File: config.mk
export PLATFORM = sky130hd
export DESIGN_NAME = exception_stacking_unit
export DESIGN_NICKNAME = d
export VERILOG_FILES = /design/src/pkg/exc_stack_pkg.sv /design/src/hdl/exception_stacking_unit.sv /design/src/hdl/priority_resolver.sv
export SDC_FILE = /design/constraint.sdc
export NUM_CORES = 1
export LEC_CHECK = 0
export BUFFER_PORTS_ARGS = -buffer_cell sky130_fd_sc_hd__buf_2
export CAP_MARGIN = 20
export CORE_AREA = 2 2 174 176
export DETAILED_ROUTE_END_ITERATION = 16
export DIE_AREA = 0 0 176 178
export PLACE_DENSITY = 0.73
export SLEW_MARGIN = 30
export SYNTH_ARGS = -nofsm -noshare
export SYNTH_HDL_FRONTEND = slang
export SYNTH_SLANG_ARGS = --single-unit
File: constraint.sdc
create_clock -name clk_sys -period 16.8 [get_ports clk_sys]
set_input_delay 3.36 -clock clk_sys [delete_from_list [all_inputs] [get_ports clk_sys]]
set_output_delay 3.36 -clock clk_sys [all_outputs]
set_load 0.005 [all_outputs]
File: src/pkg/exc_stack_pkg.sv
// Constants and types shared by the exception stacking unit.
package exc_stack_pkg;
   // Entry sequencer states, Gray coded from ST_IDLE to ST_DONE along the usual path.
   typedef enum logic [2:0] {
      ST_IDLE  = 3'h0,
      ST_PUSHS = 3'h1,
      ST_PUSHR = 3'h3,
      ST_FETCH = 3'h2,
      ST_DONE  = 3'h6
   } state_t;
   // Exception causes reported by the pipeline.
   typedef enum logic [1:0] {
      EXC_ADDR  = 2'h0,
      EXC_UNDEF = 2'h1,
      EXC_TRAP  = 2'h2,
      EXC_LDCSR = 2'h3
   } exc_kind_t;
   localparam int unsigned NUM_IRQ = 8;
   localparam int unsigned LVL_W = 4;
   localparam logic [31:0] STACK_STEP = 32'h0000_0004;
   localparam logic [1:0] ALIGN_MASK = 2'h0;
   localparam logic [3:0] NMI_MASK_LEVEL = 4'hF;
   // Position of the priority mask field inside the status word.
   localparam int unsigned MASK_LSB = 4;
   localparam int unsigned MASK_MSB = 7;
   // Vector numbers; plain defaults.
   localparam logic [7:0] VEC_GEN_ILLEGAL = 8'h04;
   localparam logic [7:0] VEC_SLOT_ILLEGAL = 8'h06;
   localparam logic [7:0] VEC_ADDR_ERR = 8'h09;
   localparam logic [7:0] VEC_NMI = 8'h0B;
   localparam logic [7:0] VEC_IRQ_BASE = 8'h40;
   // Reset values.
   localparam logic [31:0] WORD_RESET = 32'h0000_0000;
   localparam logic [3:0] LEVEL_RESET = 4'h0;
endpackage

File: src/hdl/exception_stacking_unit.sv
// Exception entry sequencer: stacks status and return address, fetches the vector.
// Summary of operation
// - Leave return address at final stack pointer, status word just above it.
// - Delay-slot address error or slot-illegal stacks the preceding branch address.
// - Address error outside a slot stacks the faulting instruction address.
// - Interrupt stacks address following the last completed instruction.
// - Trap stacks address of the instruction after the trap.
// - Undefined opcode outside a slot stacks its own address.
// - Misaligned stack pointer raises an address error during stacking.
// - Misaligned vector base raises an address error during entry.
// - Such an error is handled only after the current entry completes.
// - Stacking for an address error ignores further address errors.
// - Stacking writes are issued even when misaligned.
// - Pointer drops by four per write; bus address has low bits cleared.
// - Load-to-status instruction in a delay slot is slot-illegal.
// - Maskable requests resolved over sixteen priority levels.
// - One non-maskable and eight maskable request inputs; only eight are masked.
// - Non-maskable always taken, others above mask; mask loaded, fifteen for it.
// - Push status then return address, fetch vector, branch without slot.
`timescale 1ns/1ps
`default_nettype none
module exception_stacking_unit (
   // Clock and reset
   input wire logic clk_sys,
   input wire logic reset,
   // Request pins
   input wire logic nmiPin,
   input wire logic [7:0] maskable_request_pins,
   input wire logic [31:0] irqLevels,
   // Pipeline exception request
   input wire logic excReq,
   input wire exc_stack_pkg::exc_kind_t excKind,
   input wire logic inDelaySlot,
   input wire logic [31:0] instrPc,
   input wire logic [31:0] branchPc,
   input wire logic [31:0] nextPc,
   input wire logic [7:0] trapVector,
   // Processor state
   input wire logic [31:0] status_word,
   input wire logic [31:0] stack_pointer_reg,
   input wire logic [31:0] vector_base,
   // Memory bus
   output logic busReq,
   output logic busWrite,
   output logic [31:0] busAddr,
   output logic [31:0] busWdata,
   input wire logic busAck,
   input wire logic [31:0] busRdata,
   // Results to the pipeline
   output logic busy,
   output logic entryDone,
   output logic intAccept,
   output logic [31:0] handlerPc,
   output logic [31:0] newSp,
   output logic [31:0] newStatus
);
   exc_stack_pkg::state_t state_r;
   logic [1:0] nmiSync_r;
   logic [15:0] irqSync_r;
   logic nmiPrev_r, nmiPend_r, faultPend_r, isAddrErr_r;
   logic [31:0] spCur_r, retPc_r, srCur_r;
   logic [7:0] vec_r;
   logic [3:0] bestLevel;
   logic [2:0] bestIndex;
   logic [31:0] spDown, retSel;
   logic [7:0] vecSel;
   logic excTake, intTake, startAny, spMis, vbrMis, slotIll;

   // Two flip-flop synchronisers on the request pins.
   always_ff @(posedge clk_sys) begin
      if (reset) begin
         nmiSync_r <= 2'h0;
         irqSync_r <= 16'h0000;
         nmiPrev_r <= 1'b0;
      end else begin
         nmiSync_r <= {nmiSync_r[0], nmiPin};
         irqSync_r <= {irqSync_r[7:0], maskable_request_pins};
         nmiPrev_r <= nmiSync_r[1];
      end
   end

   priority_resolver u_resolver (
      .reqActive(irqSync_r[15:8]),
      .reqLevels(irqLevels),
      .bestLevel(bestLevel),
      .bestIndex(bestIndex)
   );

   // Request selection: pipeline exceptions first, then the non-maskable, then the masked ones.
   assign slotIll = inDelaySlot && (excKind != exc_stack_pkg::EXC_ADDR);
   assign excTake = excReq && ((excKind != exc_stack_pkg::EXC_LDCSR) || inDelaySlot);
   assign intTake = !excTake && (nmiPend_r ||
                    (bestLevel > status_word[exc_stack_pkg::MASK_MSB:exc_stack_pkg::MASK_LSB]));
   assign startAny = (state_r == exc_stack_pkg::ST_IDLE) && (excTake || intTake);
   assign spDown = stack_pointer_reg - exc_stack_pkg::STACK_STEP;
   assign spMis = stack_pointer_reg[1:0] != exc_stack_pkg::ALIGN_MASK;
   assign vbrMis = vector_base[1:0] != exc_stack_pkg::ALIGN_MASK;

   // Return address and vector by cause.
   always_comb begin
      retSel = nextPc;
      vecSel = exc_stack_pkg::VEC_NMI;
      if (excTake) begin
         if (slotIll) begin
            retSel = branchPc;
            vecSel = exc_stack_pkg::VEC_SLOT_ILLEGAL;
         end else if (excKind == exc_stack_pkg::EXC_ADDR) begin
            retSel = inDelaySlot ? branchPc : instrPc;
            vecSel = exc_stack_pkg::VEC_ADDR_ERR;
         end else if (excKind == exc_stack_pkg::EXC_TRAP) begin
            retSel = nextPc;
            vecSel = trapVector;
         end else begin
            retSel = instrPc;
            vecSel = exc_stack_pkg::VEC_GEN_ILLEGAL;
         end
      end else if (!nmiPend_r) begin
         vecSel = exc_stack_pkg::VEC_IRQ_BASE + {5'h00, bestIndex};
      end
   end

   // Non-maskable edge capture, held until taken; a new edge wins over the clear.
   always_ff @(posedge clk_sys) begin
      if (reset) begin
         nmiPend_r <= 1'b0;
      end else if (nmiSync_r[1] && !nmiPrev_r) begin
         nmiPend_r <= 1'b1;
      end else if (startAny && !excTake) begin
         nmiPend_r <= 1'b0;
      end
   end

   // Entry sequencer with the stacking bus cycles.
   always_ff @(posedge clk_sys) begin
      if (reset) begin
         state_r <= exc_stack_pkg::ST_IDLE;
         busReq <= 1'b0;
         busWrite <= 1'b0;
         busAddr <= exc_stack_pkg::WORD_RESET;
         busWdata <= exc_stack_pkg::WORD_RESET;
         spCur_r <= exc_stack_pkg::WORD_RESET;
         retPc_r <= exc_stack_pkg::WORD_RESET;
         srCur_r <= exc_stack_pkg::WORD_RESET;
         vec_r <= 8'h00;
         isAddrErr_r <= 1'b0;
         faultPend_r <= 1'b0;
         busy <= 1'b0;
         entryDone <= 1'b0;
         intAccept <= 1'b0;
         handlerPc <= exc_stack_pkg::WORD_RESET;
      end else begin
         entryDone <= 1'b0;
         intAccept <= 1'b0;
         case (state_r)
            exc_stack_pkg::ST_IDLE: begin
               if (startAny) begin
                  state_r <= exc_stack_pkg::ST_PUSHS;
                  busy <= 1'b1;
                  busReq <= 1'b1;
                  busWrite <= 1'b1;
                  busAddr <= {spDown[31:2], 2'h0};
                  busWdata <= status_word;
                  spCur_r <= spDown;
                  srCur_r <= status_word;
                  retPc_r <= retSel;
                  vec_r <= vecSel;
                  intAccept <= intTake;
                  isAddrErr_r <= excTake && !slotIll && (excKind == exc_stack_pkg::EXC_ADDR);
                  faultPend_r <= spMis && !(excTake && !slotIll
                                 && (excKind == exc_stack_pkg::EXC_ADDR));
               end
            end
            exc_stack_pkg::ST_PUSHS: begin
               if (busAck) begin
                  state_r <= exc_stack_pkg::ST_PUSHR;
                  busAddr <= {spCur_r[31:2] - 30'h1, 2'h0};
                  busWdata <= retPc_r;
                  spCur_r <= spCur_r - exc_stack_pkg::STACK_STEP;
               end
            end
            exc_stack_pkg::ST_PUSHR: begin
               if (busAck) begin
                  state_r <= exc_stack_pkg::ST_FETCH;
                  busWrite <= 1'b0;
                  busAddr <= vector_base + {22'h0, vec_r, 2'h0};
                  if (vbrMis && !isAddrErr_r) begin
                     faultPend_r <= 1'b1;
                  end
               end
            end
            exc_stack_pkg::ST_FETCH: begin
               if (busAck) begin
                  state_r <= exc_stack_pkg::ST_DONE;
                  busReq <= 1'b0;
                  handlerPc <= busRdata;
               end
            end
            exc_stack_pkg::ST_DONE: begin
               if (faultPend_r) begin
                  // Deferred address error, stacked behind the finished entry.
                  state_r <= exc_stack_pkg::ST_PUSHS;
                  busReq <= 1'b1;
                  busWrite <= 1'b1;
                  busAddr <= {spCur_r[31:2] - 30'h1, 2'h0};
                  busWdata <= newStatus;
                  spCur_r <= spCur_r - exc_stack_pkg::STACK_STEP;
                  srCur_r <= newStatus;
                  retPc_r <= handlerPc;
                  vec_r <= exc_stack_pkg::VEC_ADDR_ERR;
                  isAddrErr_r <= 1'b1;
                  faultPend_r <= 1'b0;
               end else begin
                  state_r <= exc_stack_pkg::ST_IDLE;
                  busy <= 1'b0;
                  entryDone <= 1'b1;
               end
            end
            default: begin
               state_r <= exc_stack_pkg::ST_IDLE;
            end
         endcase
      end
   end

   // Updated status word: mask field takes the accepted level.
   always_ff @(posedge clk_sys) begin
      if (reset) begin
         newStatus <= exc_stack_pkg::WORD_RESET;
      end else if (startAny) begin
         newStatus <= status_word;
         if (intTake && nmiPend_r) begin
            newStatus[exc_stack_pkg::MASK_MSB:exc_stack_pkg::MASK_LSB] <=
               exc_stack_pkg::NMI_MASK_LEVEL;
         end else if (intTake) begin
            newStatus[exc_stack_pkg::MASK_MSB:exc_stack_pkg::MASK_LSB] <= bestLevel;
         end
      end
   end

   assign newSp = spCur_r;

   // Checks.
   push_order_a: assert property (@(posedge clk_sys) disable iff (reset)
      state_r == exc_stack_pkg::ST_PUSHS && busAck |=> state_r == exc_stack_pkg::ST_PUSHR)
      else $error("Status push not followed by return push.");
   ret_above_a: assert property (@(posedge clk_sys) disable iff (reset)
      state_r == exc_stack_pkg::ST_PUSHS && busAck |=> busAddr == $past(busAddr) - 32'h4)
      else $error("Return address not directly below status word.");
   align_addr_a: assert property (@(posedge clk_sys) disable iff (reset)
      busReq && busWrite |-> busAddr[1:0] == 2'h0)
      else $error("Stacking address not word aligned.");
   sp_step_a: assert property (@(posedge clk_sys) disable iff (reset)
      startAny |=> newSp == $past(stack_pointer_reg) - 32'h4)
      else $error("Pointer not lowered by four.");
   write_issued_a: assert property (@(posedge clk_sys) disable iff (reset)
      startAny && spMis |=> busReq && busWrite)
      else $error("Misaligned stacking write suppressed.");
   trap_ret_a: assert property (@(posedge clk_sys) disable iff (reset)
      startAny && excTake && excKind == exc_stack_pkg::EXC_TRAP && !inDelaySlot
      |=> retPc_r == $past(nextPc))
      else $error("Trap return address wrong.");
   slot_ret_a: assert property (@(posedge clk_sys) disable iff (reset)
      startAny && excTake && inDelaySlot |=> retPc_r == $past(branchPc))
      else $error("Slot exception return address wrong.");
   undef_ret_a: assert property (@(posedge clk_sys) disable iff (reset)
      startAny && excTake && excKind == exc_stack_pkg::EXC_UNDEF && !inDelaySlot
      |=> retPc_r == $past(instrPc) && vec_r == exc_stack_pkg::VEC_GEN_ILLEGAL)
      else $error("Undefined opcode entry wrong.");
   ldc_slot_a: assert property (@(posedge clk_sys) disable iff (reset)
      state_r == exc_stack_pkg::ST_IDLE && excReq && excKind == exc_stack_pkg::EXC_LDCSR
      && inDelaySlot |=> vec_r == exc_stack_pkg::VEC_SLOT_ILLEGAL)
      else $error("Load-to-status in slot not slot-illegal.");
   nmi_mask_a: assert property (@(posedge clk_sys) disable iff (reset)
      startAny && intTake && nmiPend_r |=> newStatus[7:4] == 4'hF)
      else $error("Non-maskable entry mask not fifteen.");
   no_nest_a: assert property (@(posedge clk_sys) disable iff (reset)
      isAddrErr_r && state_r != exc_stack_pkg::ST_DONE |-> !faultPend_r)
      else $error("Address error raised while stacking for one.");
   fault_after_a: assert property (@(posedge clk_sys) disable iff (reset)
      state_r == exc_stack_pkg::ST_DONE && faultPend_r |=> !entryDone && isAddrErr_r)
      else $error("Deferred address error not started.");
   vec_addr_a: assert property (@(posedge clk_sys) disable iff (reset)
      state_r == exc_stack_pkg::ST_PUSHR && busAck
      |=> busAddr == vector_base + {22'h0, vec_r, 2'h0})
      else $error("Vector fetch address wrong.");
   entry_c: cover property (@(posedge clk_sys) disable iff (reset)
      startAny ##[4:40] entryDone);
   nested_c: cover property (@(posedge clk_sys) disable iff (reset)
      state_r == exc_stack_pkg::ST_DONE && faultPend_r);
   irq_c: cover property (@(posedge clk_sys) disable iff (reset) intAccept && !nmiPend_r);
endmodule
`default_nettype wire

File: src/hdl/priority_resolver.sv
// Picks the highest priority maskable request among the eight sources.
`timescale 1ns/1ps
`default_nettype none
module priority_resolver (
   // Active request flags and per-source priorities
   input wire logic [exc_stack_pkg::NUM_IRQ-1:0] reqActive,
   input wire logic [exc_stack_pkg::NUM_IRQ*exc_stack_pkg::LVL_W-1:0] reqLevels,
   // Winner
   output logic [exc_stack_pkg::LVL_W-1:0] bestLevel,
   output logic [2:0] bestIndex
);
   logic [exc_stack_pkg::LVL_W-1:0] lvlChain [exc_stack_pkg::NUM_IRQ:0];
   logic [2:0] idxChain [exc_stack_pkg::NUM_IRQ:0];

   assign lvlChain[0] = exc_stack_pkg::LEVEL_RESET;
   assign idxChain[0] = 3'h0;
   // Each stage keeps the higher level; lower index wins a tie among the 16 levels.
   genvar g;
   generate
      for (g = 0; g < exc_stack_pkg::NUM_IRQ; g++) begin : g_stage
         logic [exc_stack_pkg::LVL_W-1:0] myLevel;
         assign myLevel = reqActive[g] ? reqLevels[g*exc_stack_pkg::LVL_W +: exc_stack_pkg::LVL_W]
                                       : exc_stack_pkg::LEVEL_RESET;
         assign lvlChain[g+1] = (myLevel > lvlChain[g]) ? myLevel : lvlChain[g];
         assign idxChain[g+1] = (myLevel > lvlChain[g]) ? 3'(g) : idxChain[g];
      end
   endgenerate
   assign bestLevel = lvlChain[exc_stack_pkg::NUM_IRQ];
   assign bestIndex = idxChain[exc_stack_pkg::NUM_IRQ];
endmodule
`default_nettype wire

After elaboration in Yosys (flattened, before gate mapping)

Cells that the tools add are included.

$lt $le $gt $ge: 9
Bitwise operators: 3
Reductions and logical operators: 41
Equal/unequal tests: 13
$add $sub $neg: 5
Mux-type cells: 76

Operators with widths:

| kind                                                 | number |
|---|---|
| 2-to-1 mux 32 bit                                    | 17 |
| case mux 32 bit (3 select lines)                     | 2 |
| case mux 32 bit (4 select lines)                     | 1 |
| 2-to-1 mux 4 bit                                     | 18 |
| case mux 32 bit (2 select lines)                     | 1 |
| subtractor 32 x 3 -> 32 bit (second input constant)  | 2 |
| 2-to-1 mux 8 bit                                     | 7 |
| adder 32 x 10 -> 32 bit                              | 1 |
| > comparator 4 bit                                   | 8 |
| 2-to-1 mux 3 bit                                     | 10 |
| subtractor 30 x 1 -> 30 bit (second input constant)  | 1 |
| AND reduction 4 bit                                  | 5 |
| inequality test 2 bit (second input constant)        | 8 |
| case mux 8 bit (2 select lines)                      | 1 |
| case mux 3 bit (5 select lines)                      | 1 |
| 2-to-1 mux 1 bit                                     | 13 |
| logical AND 1 bit                                    | 11 |
| nonzero test 2 bit                                   | 5 |
| case mux 1 bit (3 select lines)                      | 3 |
| nonzero test 3 bit                                   | 3 |
| adder 7 x 3 -> 8 bit (first input constant)          | 1 |
| equality test 3 x 2 -> 1 bit (second input constant) | 2 |
| AND reduction 3 bit                                  | 2 |
| zero test 1 bit                                      | 5 |
| other kinds (14)                                     | 19 |

Flip-flop bits (word level): 230
Word-level logic and storage cells: 166

Logic depth before layout (Yosys ltp)

Gate-level depths: netlist (run 1).

Word-level depth: 25
Depth in mapped cells: 69
Mapped depth without buffers: 68

Cells and area by module

Synthesis (run 1) repeated with hierarchy kept, for this count alone.

Cells, all modules: 1,854
Area total of the unflattened synthesis: 14,308.7 um2

Modules (own cells, without submodules):

| module                  | cells each | sequential area each (um2) | area each (um2) | instances |
|---|---|---|---|---|
| exception_stacking_unit | 1,585      | 4,604.4                    | 12,459.4        | 1 |
| priority_resolver       | 269        | 0.0                        | 1,849.3         | 1 |

Least setup slack after synthesis (run 1)

OpenSTA, ideal clock, no wires.

Path type: in2reg
Start point: in irqLevels[5]
End point: reg spCur_r[20] (netlist: newSp[20])
Cell stages on the path: 61
Library setup time: 128 ps
Path slack: 1,791 ps
Arrival: 14,881 ps
Path buffers: 3
Path through: and2_4 ha_1 and2b_2 nor2_1 o21ai_0 a22o_1 mux2i_1 ha_1 nand4bb_1 a211oi_1 o21ai_0 nand2_1 a211oi_1 nor2_1 a21o_1 ha_1 inv_1 o41ai_1 [... 25 more ...] nand2b_1 a21oi_1 a41o_1 nor2_1 a21oi_1 ha_1 nor2b_1 o21ai_0 nand2b_1 a21oi_1 a41oi_1 nor3_1 nor2b_1 clkbuf_1 clkbuf_1 clkbuf_1 a21oi_1 nor2_1

Word-level cells in the longest chain between the ends: 22

Ends and longest elaborated chain:

| item                                       | RTL line                       | RTL |
|---|---|---|
| start: declaration                         | exception_stacking_unit.sv:29  | `input wire logic [31:0] irqLevels,` |
| 2-to-1 mux 4 bit (*)                       | priority_resolver.sv:22        | `assign myLevel = reqActive[g] ? reqLevels[g*exc_stack_pkg::LVL_W +: exc_stack_pkg::LVL_W]` |
| > comparator 4 bit                         | priority_resolver.sv:24        | `assign lvlChain[g+1] = (myLevel > lvlChain[g]) ? myLevel : lvlChain[g];` |
| 2-to-1 mux 4 bit (*)                       | priority_resolver.sv:24        |  |
| > comparator 4 bit                         | priority_resolver.sv:24        |  |
| 2-to-1 mux 4 bit (*)                       | priority_resolver.sv:24        |  |
| > comparator 4 bit                         | priority_resolver.sv:24        |  |
| 2-to-1 mux 4 bit (*)                       | priority_resolver.sv:24        |  |
| > comparator 4 bit                         | priority_resolver.sv:24        |  |
| [... 6 more ...]                           | n/a                            |  |
| 2-to-1 mux 4 bit (*)                       | priority_resolver.sv:24        |  |
| > comparator 4 bit (*)                     | exception_stacking_unit.sv:93  | `(bestLevel > status_word[exc_stack_pkg::MASK_MSB:exc_stack_pkg::MASK_LSB]));` |
| logical OR 1 bit (*)                       | exception_stacking_unit.sv:92  | `assign intTake = !excTake && (nmiPend_r \|\|` |
| logical AND 1 bit (*)                      | exception_stacking_unit.sv:92  |  |
| logical OR 1 bit (*)                       | exception_stacking_unit.sv:94  | `assign startAny = (state_r == exc_stack_pkg::ST_IDLE) && (excTake \|\| intTake);` |
| logical AND 1 bit (*)                      | exception_stacking_unit.sv:94  |  |
| inequality test 2 bit (no source line) (*) | n/a                            |  |
| AND reduction 4 bit (no source line) (*)   | n/a                            |  |
| end signal: assignment                     | exception_stacking_unit.sv:141 | `spCur_r <= exc_stack_pkg::WORD_RESET;` |
| end signal: assignment                     | exception_stacking_unit.sv:163 | `spCur_r <= spDown;` |
| end signal: assignment                     | exception_stacking_unit.sv:178 | `spCur_r <= spCur_r - exc_stack_pkg::STACK_STEP;` |
| end: declaration                           | exception_stacking_unit.sv:61  | `logic [31:0] spCur_r, retPc_r, srCur_r;` |

Every way passes the cells marked *; elsewhere a longest branch is shown, timed or not.
A chain may end at the register's enable or synchronous reset.

Final worst setup path (run 1)

Start point: in irqLevels[5]
End point: reg spCur_r[0] (netlist: newSp[0])

The elaborated chain is that of the path after synthesis.

==> impl_metrics.py, run 1 <==
metrics = {
    "yosys": {
        "synthCells": 1800,
        "synth_cell_types": 83,
        "syn_area_um2": 13500,
        "synth_edf_count": 0,
        "async_reset_ff_share_pct": 0,
        "syn_avg_cell_area_um2": 7.48,
        "seq_area_frac_synth_pct": 34.2,
        "yosysWarnings": 0,
        "synth-main-ff-cell": "dfxtp_1",
        "syn-num-nets": 2112,
        "yosys_register_bits": 230,
    },
    "die": {
        "die_w_um": 176,
        "placementRows": 63,
        "io-pin-count": 445,
        "die_y_um": 178,
        "die-area_um2": 31300,
        "start_util_pct": 45.8,
        "core-area_um2": 29400,
    },
    "detailed_routing": {
        "vias": 15369,
        "ant_nets": 0,
        "avgRoutedWirePerCell_um": 20.8,
        "drt_iter0_markers": 1459,
        "routed_wl_mm": 53.8,
        "drc": 0,
        "viasPerCell": 5.94,
        "drt-pass1-iter-count": 5,
    },
    "timing": {
        "rsz0062_at_grt": "no",
        "finClkSkew_ns": 0.00896,
        "layout_setup_ws_ns": 0.955,
        "fin_tns_setup_ns": 0,
        "hold_viol": 0,
        "max-slew-margin-rel_pct": 34.2,
        "min_period_ns": 15.85,
        "timing.final.crit_share_pct": 94.3,
        "setup_violations": 0,
        "tightest_slew_ns": 0.988,
        "slew_viol_final": 0,
        "max_freq_ghz": 0.0631,
    },
    "placed_design": {
        "port_buffers": 444,
        "placed_area_um2": 15900,
        "dp_hpwl_mm": 39.9,
        "dp_slack_ns": -0.0987,
        "dp_cells": 2525,
        "place.gp.congestion": 0.986,
    },
    "final_layout": {
        "drive_gt1_share_pct": 25.6,
        "utilization_pct": 57.6,
        "finalNonFillerCells": 2589,
        "finish.instance_area_um2": 16900,
        "final_nets": 2482,
        "area_delta_synth_final_pct": 25.8,
    },
    "clock_network": {
        "cts_num_sinks": 230,
        "clk_latency_ns": 0.55,
        "clk_path_buf_depth": 3,
        "clockRootBuffer": "clkbuf_16",
        "path_clk_slew_ns": 0.06,
        "cts_hold_buf": 0,
        "cts_tree": "built",
        "numCtsBuffers": 27,
        "htree_levels": 1,
    },
    "worst_setup_path": {
        "cpPeakStageDelay_ns": 0.59,
        "slowest_stage": "buf_4",
        "crit_fanout": 50,
        "cpMostUsedCell": "ha_1",
        "crit_path_start_kind": "input pin",
        "arrival_ns": 16.33,
        "crit_type": "input pin to flip-flop",
        "critPathCaptureType": "flip-flop",
        "critPathRequiredTime_ns": 17.28,
    },
    "global_route": {
        "grt_pass1_vias": 14041,
        "grt_pass1_wl_mm": 79.4,
        "antenna_found_initial": 11,
        "grtUsageTotal_pct": 32.1,
        "grt_max_degree": 90,
        "grt_overflow": 0,
    },
    "outcome": {
        "outcome": "complete, no violations",
    },
    "power": {
        "p_per_area_nw_per_um2": 153,
        "vdd_drop_max_v": 0.000103,
        "cellLeakagePower_nw": 7.34,
    },
    "min_path": {
        "hold_path_class": "flip-flop to flip-flop",
    },
    "job": {
        "maxCapViolations": 0,
    },
}
[sequential cells by signal, indices dropped and copies added, names as in the netlist, 8 cells and up]
| register | count |
|---|---|
| retPc_r | 32 |
| newStatus | 32 |
| busWdata | 32 |
| vec_r | 8 |
| irqSync_r | 16 |
| newSp | 32 |
| handlerPc | 32 |
| busAddr | 32 |
[per-layer routing]
| metal | track usage, % | vias to the layer above | wire length [um] |
|---|---|---|---|
| li1 | - | 7226 | - |
| met5 | 0 | - | 16 |
| met1 | 43.2 | 7283 | 22700 |
| met3 | 6.31 | 120 | 4570 |
| met4 | 12.4 | 2 | 2070 |
| met2 | 50.9 | 738 | 24500 |
[where the power goes]
part           internal [W]  switching [W]
Sequential         0.000709       0.000130
Combinational      0.000442       0.000725
Clock              0.000353       0.000242
Total               0.00150        0.00110
[worst paths after layout]
kind	startpoint	endpoint	slack [ns]	depth (start not counted)
max	irqLevels[5]	newSp[0]$_SDFFE_PP0P_	0.95	63
min	irqSync_r[6]$_SDFF_PP0_	irqSync_r[14]$_SDFF_PP0_	0.44	1
max reg2reg	irqSync_r[9]$_SDFF_PP0_	newSp[0]$_SDFFE_PP0P_	3.38	62
min reg2reg	irqSync_r[6]$_SDFF_PP0_	irqSync_r[14]$_SDFF_PP0_	0.44	1
[placed cells by master, fill, tap and decap left out, drive strengths merged, types with 4 or more instances in the layout]
cell       n
dfxtp    230
o31ai      4
ha        31
xnor2     45
mux2       4
a211oi    51
mux2i      4
a221oi    20
a31oi      8
or3        9
diode     11
a22oi     78
a21o      12
nand3b     4
inv       31
clkinv     5
buf      469
xor2      34
and2      23
o22ai      9
o211ai    39
nor2b     63
and3       8
nand2b     7
or2        5
nand3     29
a2111oi    4
nor2     199
a311oi    33
o21ai     94
nand2    281
a21oi    185
nor3      47
a41oi      6
clkbuf    38
nand4      7
nor4      14
[cells in the mapped netlist, drive strengths merged, types with 8 or more instances]
master	number	area share, %
a311oi	33	2.1
ha	31	2.9
o22ai	9	0.42
xnor2	45	2.9
buf	8	0.33
a21oi	185	6.9
nand3	29	1.1
a31oi	8	0.42
a21o	12	0.68
nor2	199	5.5
a22oi	78	4.3
o21ai	94	3.6
a221oi	20	1.3
and2	23	1.1
inv	30	0.84
nor2b	61	2.8
dfxtp	230	34
clkbuf	122	3.4
or3	9	0.42
nor4	14	0.65
o211ai	39	2.2
nand2	281	7.9
and3	8	0.38
a211oi	51	2.8
nor3	47	1.7
xor2	34	2.2
[logic make-up after synthesis]
logic type	synth area share, %
fa+ha+maj	3.03
buf+inv	4.57
xor+xnor	5.14
simple gates	23.7
flops	34.2
compound gates	28.7
mux	0.688
[critical path, delay by kind of cell]
kind	cells	cell delay [ns]
buffers and inverters	4	0.95
muxes	5	1.54
and+or+nand+nor	20	3.17
AOI/OAI and AO/OA	26	5.07
adders and majority gates	8	2.19
[cell type report]
| class | count | area [um^2] |
|---|---|---|
| Inverter | 30 | 113 |
| Fill cell | 2791 | 12500 |
| Tap cell | 390 | 488 |
| Sequential cell | 230 | 4600 |
| Timing Repair Buffer | 469 | 2460 |
| Multi-Input combinational cell | 1412 | 8350 |
| Clock inverter | 9 | 116 |
| Antenna cell | 11 | 27.5 |
| Clock buffer | 38 | 777 |
[stage by stage]
stage,total power [W],hold WS [ns]
after floorplan,0.00151,0.414
after global placement,0.00193,0.425
after detailed placement,0.00195,0.428
after CTS,0.00255,0.449
after global routing,0.00275,0.464
final,0.00260,0.445
[timing repair]
action	CTS	global route
setup buffers	0	3
gates resized for setup	0	12
endpoints found under the setup margin	0	171
No activity file was read; power rests on OpenSTA's default activity.
==> run 2: changes to the inputs <==
--- a/config.mk
+++ b/config.mk
@@ -5,12 +5,14 @@
 export SDC_FILE = /design/constraint.sdc
 export NUM_CORES = 1
 export LEC_CHECK = 0
+export ABC_AREA = 1
 export BUFFER_PORTS_ARGS = -buffer_cell sky130_fd_sc_hd__buf_2
 export CAP_MARGIN = 20
 export CORE_AREA = 2 2 174 176
 export DETAILED_ROUTE_END_ITERATION = 16
 export DIE_AREA = 0 0 176 178
 export PLACE_DENSITY = 0.73
+export RECOVER_POWER = 50
 export SLEW_MARGIN = 30
 export SYNTH_ARGS = -nofsm -noshare
 export SYNTH_HDL_FRONTEND = slang
==> run 2 against run 1 <==
  * Critical path depth rose by 6
  * Sequential share of layout area rose by 0.32 points
  * Global-route usage fell by 1.6 points
  * Hold slack got worse by 0.041 ns
  * Critical path type unchanged
  * Largest power group unchanged
  * The run now ends with max-capacitance violations, max-slew violations left
==> impl_metrics.py, run 2 <==
metrics = {
    "power": {
        "p_switching_w": 0.00218,
        "vdd_drop_max_v": 0.000264,
        "pwr-share-seq_pct": 20.4,
        "swShare_pct": 52.5,
        "cellLeakagePower_nw": 7.65,
        "p_int_w": 0.00197,
        "p_clk_share_pct": 15.9,
        "p_per_area_nw_per_um2": 248,
        "p_comb_share_pct": 63.7,
    },
    "placed_design": {
        "dp_hpwl_mm": 37.3,
        "place.gp.congestion": 0.960,
        "port_buffers": 444,
        "dp_slack_ns": 3.01,
        "placed_area_um2": 15900,
        "dp_cells": 2766,
    },
    "final_layout": {
        "fillerInstances": 2922,
        "seqCellArea_um2": 4600,
        "utilization_pct": 56.9,
        "multi_input_area_um2": 7470,
        "drive_gt1_share_pct": 19.2,
        "finish.instance_area_um2": 16700,
        "final_nets": 2718,
        "layout_commonest_cell": "nand2_1",
        "final_cell_mix": "nand2_1 (324), buf_2 (320), a21oi_1 (248), o21ai_0 (244), inv_1 (237)",
        "finalNonFillerCells": 2829,
        "area_delta_synth_final_pct": 24.8,
    },
    "yosys": {
        "post-synth-top-count-cell": "nand2_1",
        "synth_top_area_share_pct": 34.3,
        "synth_edf_count": 0,
        "synth_cell_types": 49,
        "synth-main-ff-cell": "dfxtp_1",
        "async_reset_ff_share_pct": 0,
        "yosys_register_bits": 230,
        "synth_common_cells": "nand2_1 (325), a21oi_1 (248), o21ai_0 (244)",
        "synth.area.top_cells": "dfxtp_1 (34%), a21oi_1 (9.3%), o21ai_0 (9.1%)",
        "yosys.area.top_type": "dfxtp_1",
        "syn_area_um2": 13400,
        "yosysWarnings": 0,
        "syn_avg_cell_area_um2": 6.62,
        "syn-num-nets": 2340,
        "synthCells": 2028,
        "seq_area_frac_synth_pct": 34.3,
    },
    "clock_network": {
        "clockRootBuffer": "clkbuf_16",
        "clk_latency_ns": 0.56,
        "cts_setup_buffers": 0,
        "cts_hold_buf": 0,
        "post_cts_resized": 0,
        "htree_levels": 1,
        "numCtsBuffers": 28,
        "clk_path_buf_depth": 3,
        "path_clk_slew_ns": 0.06,
        "cts_tree": "built",
        "cts_num_sinks": 230,
    },
    "outcome": {
        "outcome": "complete, but fails checks",
        "violations": "max-capacitance violations, max-slew violations",
    },
    "timing": {
        "setup_violations": 0,
        "layout_setup_ws_ns": 3.68,
        "hold_viol": 0,
        "rsz0062_at_grt": "no",
        "slew_viol_final": 122,
        "fin_tns_setup_ns": 0,
        "max-slew-margin-rel_pct": -150,
        "min_period_ns": 13.12,
        "max_freq_ghz": 0.0762,
        "timing.final.crit_share_pct": 78.1,
        "finClkSkew_ns": 0.0296,
        "tightest_slew_ns": 3.75,
    },
    "job": {
        "maxCapViolations": 2,
    },
    "worst_setup_path": {
        "rr_endpoint": "busAddr[15]$_SDFFE_PP0P_",
        "cpMostUsedCell": "nand2_1",
        "r2r_slack_ns": 6.23,
        "crit_type": "input pin to flip-flop",
        "crit_path_start_kind": "input pin",
        "crit_fanout": 47,
        "arrival_ns": 13.56,
        "critPathRequiredTime_ns": 17.23,
        "critPathCaptureType": "flip-flop",
        "r2r-start": "irqSync_r[9]$_SDFF_PP0_",
        "slowest_stage": "clkinv_1",
        "cpPeakStageDelay_ns": 0.69,
        "worstRegToRegCells": 68,
    },
    "global_route": {
        "grt_max_degree": 114,
        "grt_pass1_vias": 14492,
        "grt_pass1_wl_mm": 76.4,
        "antenna_found_initial": 13,
        "grt_overflow": 0,
        "grtUsageTotal_pct": 30.5,
    },
    "min_path": {
        "hold_end": "irqSync_r[14]$_SDFF_PP0_",
        "hold_path_class": "flip-flop to flip-flop",
        "hold_depth": 2,
        "min-delay-start": "irqSync_r[6]$_SDFF_PP0_",
    },
    "die": {
        "die_y_um": 178,
        "start_util_pct": 45.6,
        "io-pin-count": 445,
        "placementRows": 63,
        "die-area_um2": 31300,
        "die_w_um": 176,
        "core-area_um2": 29400,
    },
    "detailed_routing": {
        "viasPerCell": 5.46,
        "avgRoutedWirePerCell_um": 17.7,
        "drc": 0,
        "routed_wl_mm": 50.2,
        "vias": 15439,
        "drt_iter0_markers": 1014,
        "drt-pass1-iter-count": 5,
        "ant_nets": 0,
    },
}
run 2: worst max path at each step:
stage / start / slack [ns] / cells past startpoint / to
floorplan: irqLevels[5] / 5.26 / 70 / retPc_r[14]$_SDFFE_PP0P_
global placement: irqLevels[5] / 3.38 / 70 / retPc_r[0]$_SDFFE_PP0P_
detailed placement: irqLevels[5] / 3.01 / 70 / retPc_r[4]$_SDFFE_PP0P_
CTS: irqLevels[5] / 3.56 / 70 / retPc_r[4]$_SDFFE_PP0P_
global route: irqLevels[7] / 2.59 / 69 / busAddr[7]$_SDFFE_PP0P_
finish: irqLevels[5] / 3.68 / 69 / busAddr[15]$_SDFFE_PP0P_
run 2: critical path: cells and delay by family:
kind | cells | cell delay, ns
buf+inv | 10 | 1.74
simple gates | 40 | 4.01
compound gates | 11 | 2.01
fa+ha+maj | 8 | 2.40
run 2: kinds of logic (layout without fill, tap and decap cells):
kind of cell             count (synthesis)  after routing  share of synthesized area, %
other                                    0             12                             0
flip-flops                             230            230                          34.3
buffers and inverters                  367            766                          10.3
adder cells (fa/ha/maj)                 32             32                          3.04
AND/OR/NAND/NOR                        729            729                          24.0
AO/OA/AOI/OAI                          642            642                          26.5
XOR/XNOR                                28             28                          1.83
run 2: power groups by stage:
stage	clock network, W	logic (W)	registers [W]
3_5_place_dp	0	0.00262	0.000852
5_1_grt	0.000692	0.00296	0.000864
4_1_cts	0.000666	0.00264	0.000842
6_report	0.000658	0.00264	0.000848
3_3_place_gp	0	0.00252	0.000849
2_1_floorplan	0	0.00186	0.000840
run 2: cell type report:
cell class                 instances  area share [%]
sequential                       230            27.5
clock inverter                    17            1.53
clock buffer                      34            4.44
antenna                           12           0.179
timing repair buffer             457            13.0
multi-input combinational       1431            44.6
inverter                         258            5.80
tap                              390            2.91
run 2: per-layer routing:
metal,up-vias,GRT usage [%],share of wire [%]
met4,2,15.1,4.8
met2,691,54.5,49
met1,7034,35.8,39
met5,-,0,0.032
met3,141,4.45,7.0
li1,7571,-,-
run 2: stage by stage:
stage                     total power (W)  hold WS [ns]
after floorplan                   0.00270         0.388
after global placement            0.00337         0.389
after detailed placement          0.00347         0.398
after CTS                         0.00415         0.406
after global routing              0.00451         0.421
final                             0.00415         0.404
==> run 3: changes to the inputs <==
==> constraint.sdc (replaced) <==
create_clock -name clk_sys -period 12.5 [get_ports clk_sys]
set_input_delay 2.5 -clock clk_sys [delete_from_list [all_inputs] [get_ports clk_sys]]
set_output_delay 2.5 -clock clk_sys [all_outputs]
set_load 0.005 [all_outputs]
==> run 3 against run 2 <==
  * The run now ends clean
  * Non-clock buffer count up 6
  * Setup slack worse by 2.6 ns
  * Clock-buffer cell count up 8
  * Core utilization down 0.077 points
==> impl_metrics.py, run 3 (synthesized netlist as in run 2, its figures left out) <==
metrics = {
    "outcome": {
        "outcome": "complete, no violations",
    },
    "placed_design": {
        "dp_hpwl_mm": 37.4,
        "place.gp.congestion": 0.938,
        "port_buffers": 444,
    },
    "die": {
        "die_y_um": 178,
        "die-area_um2": 31300,
        "die_w_um": 176,
        "placementRows": 63,
        "core-area_um2": 29400,
        "io-pin-count": 445,
        "start_util_pct": 45.6,
    },
    "worst_setup_path": {
        "rr_endpoint": "busAddr[25]$_SDFFE_PP0P_",
        "r2r_slack_ns": 2.73,
        "crit_type": "input pin to flip-flop",
        "crit_buf_inv": 7,
        "arrival_ns": 11.91,
        "critPathRequiredTime_ns": 12.96,
        "critPathCaptureType": "flip-flop",
        "path_depth": 68,
        "r2r-start": "irqSync_r[9]$_SDFF_PP0_",
        "critPathTopFamily": "simple AND/OR/NAND/NOR gates",
        "slowest_stage": "buf_4",
        "crit_path_start_kind": "input pin",
        "worstRegToRegCells": 67,
        "cpMostUsedCell": "nand2_1",
        "crit_fanout": 46,
        "cpPeakStageDelay_ns": 0.49,
    },
    "timing": {
        "min_period_ns": 11.46,
        "fin_tns_setup_ns": 0,
        "hold_viol": 0,
        "tightest_slew_ns": 0.935,
        "rsz0062_at_grt": "no",
        "max-slew-margin-rel_pct": 37.5,
        "slew_viol_final": 0,
        "finClkSkew_ns": 0.0190,
        "setup_violations": 0,
        "max_freq_ghz": 0.0873,
        "timing.final.crit_share_pct": 91.6,
    },
    "power": {
        "vdd_drop_max_v": 0.000447,
        "p_comb_share_pct": 64.4,
        "power_w": 0.00555,
        "p_clk_share_pct": 15.1,
        "swShare_pct": 52.3,
        "pwr-share-seq_pct": 20.5,
        "cellLeakagePower_nw": 7.63,
        "p_switching_w": 0.00291,
        "p_per_area_nw_per_um2": 332,
        "p_int_w": 0.00265,
    },
    "global_route": {
        "grt_max_degree": 94,
        "grt_overflow": 0,
        "grt_pass1_wl_mm": 76.8,
        "grtUsageTotal_pct": 30.6,
        "antenna_found_initial": 13,
        "grt_pass1_vias": 14575,
    },
    "detailed_routing": {
        "avgRoutedWirePerCell_um": 17.7,
        "drc": 0,
        "drt_iter0_markers": 1177,
        "drt-pass1-iter-count": 5,
        "ant_nets": 0,
        "vias": 15427,
        "viasPerCell": 5.44,
        "routed_wl_mm": 50.1,
    },
    "clock_network": {
        "path_clk_slew_ns": 0.06,
        "numCtsBuffers": 28,
        "cts_num_sinks": 230,
        "clockRootBuffer": "clkbuf_16",
        "htree_levels": 1,
        "clk_latency_ns": 0.55,
        "cts_tree": "built",
        "clk_path_buf_depth": 3,
    },
    "min_path": {
        "hold_path_class": "flip-flop to flip-flop",
        "min-delay-start": "irqSync_r[0]$_SDFF_PP0_",
        "hold_end": "irqSync_r[8]$_SDFF_PP0_",
        "hold_depth": 2,
    },
    "job": {
        "maxCapViolations": 0,
    },
    "final_layout": {
        "layout_commonest_cell": "nand2_1",
        "area_delta_synth_final_pct": 24.6,
        "final_nets": 2724,
        "drive_gt1_share_pct": 18.9,
        "fillerInstances": 2964,
        "final_cell_mix": "nand2_1 (324), buf_2 (310), a21oi_1 (248), o21ai_0 (244), inv_1 (237)",
    },
}
[run 3: stage by stage]
| stage | area [um^2] | setup slack [ns] | hold WS (ns) | utilization (%) | instances |
|---|---|---|---|---|---|
| 2_1_floorplan | 13400 | 1.82 | 0.388 | - | 2028 |
| 3_3_place_gp | 15900 | 0.856 | 0.389 | 54.0 | 2772 |
| 3_5_place_dp | 15900 | 0.581 | 0.395 | 54.1 | 2772 |
| 4_1_cts | 16800 | 1.11 | 0.400 | 57.3 | 2822 |
| 5_1_grt | 16700 | 0.0906 | 0.419 | 56.8 | 2832 |
| 6_report | 16700 | 1.04 | 0.399 | 56.9 | 2837 |
[run 3: final cells by class]
class / count / area (um^2) / share of cell area, %
flip-flops and latches: 230 / 4600 / 27.5
repair buffers: 463 / 2200 / 13.1
clock inverters: 8 / 126 / 0.756
multi-input cells: 1431 / 7470 / 44.7
clock buffers: 42 / 823 / 4.92
well taps: 390 / 488 / 2.92
inverters: 258 / 975 / 5.83
diodes: 15 / 37.5 / 0.225
[run 3: metal layers]
layer | part of all wire, % | track usage (%) | vias to the layer above
li1 | - | - | 7584
met1 | 40 | 36.1 | 7073
met2 | 49 | 54.7 | 650
met3 | 6.8 | 4.84 | 118
met4 | 4.3 | 14.2 | 2
met5 | 0.032 | 0 | -
[run 3: worst max-delay path by stage]
stage	to	start	slack (ns)
global placement	busAddr[12]$_SDFFE_PP0P_	irqLevels[5]	0.86
detailed placement	retPc_r[3]$_SDFFE_PP0P_	irqLevels[5]	0.58
global route	busAddr[31]$_SDFFE_PP0P_	irqLevels[5]	0.09
finish	busAddr[25]$_SDFFE_PP0P_	irqLevels[5]	1.04
CTS	retPc_r[3]$_SDFFE_PP0P_	irqLevels[5]	1.11
floorplan	retPc_r[14]$_SDFFE_PP0P_	irqLevels[5]	1.82
[run 3: repair_timing]
| item | CTS | global route |
|---|---|---|
| gates resized for setup | 0 | 2 |
| hold buffers | 0 | 0 |
| endpoints found under the setup margin | 0 | 7 |
| setup buffers | 0 | 0 |
[run 3: worst reg2reg max path: cells and delay by family (launching register included)]
kind / cells / cell delay, ns
buf+inv: 6 / 0.89
fa+ha+maj: 8 / 2.41
simple gates: 42 / 4.37
flops: 1 / 0.35
compound gates: 11 / 1.67
[run 3: power by group through the flow]
stage	Clock [W]	Sequential [W]	Combinational, W
after floorplan	0	0.00113	0.00250
after global placement	0	0.00114	0.00346
after detailed placement	0	0.00114	0.00355
after CTS	0.000849	0.00113	0.00357
after global routing	0.000879	0.00116	0.00403
final	0.000839	0.00114	0.00358
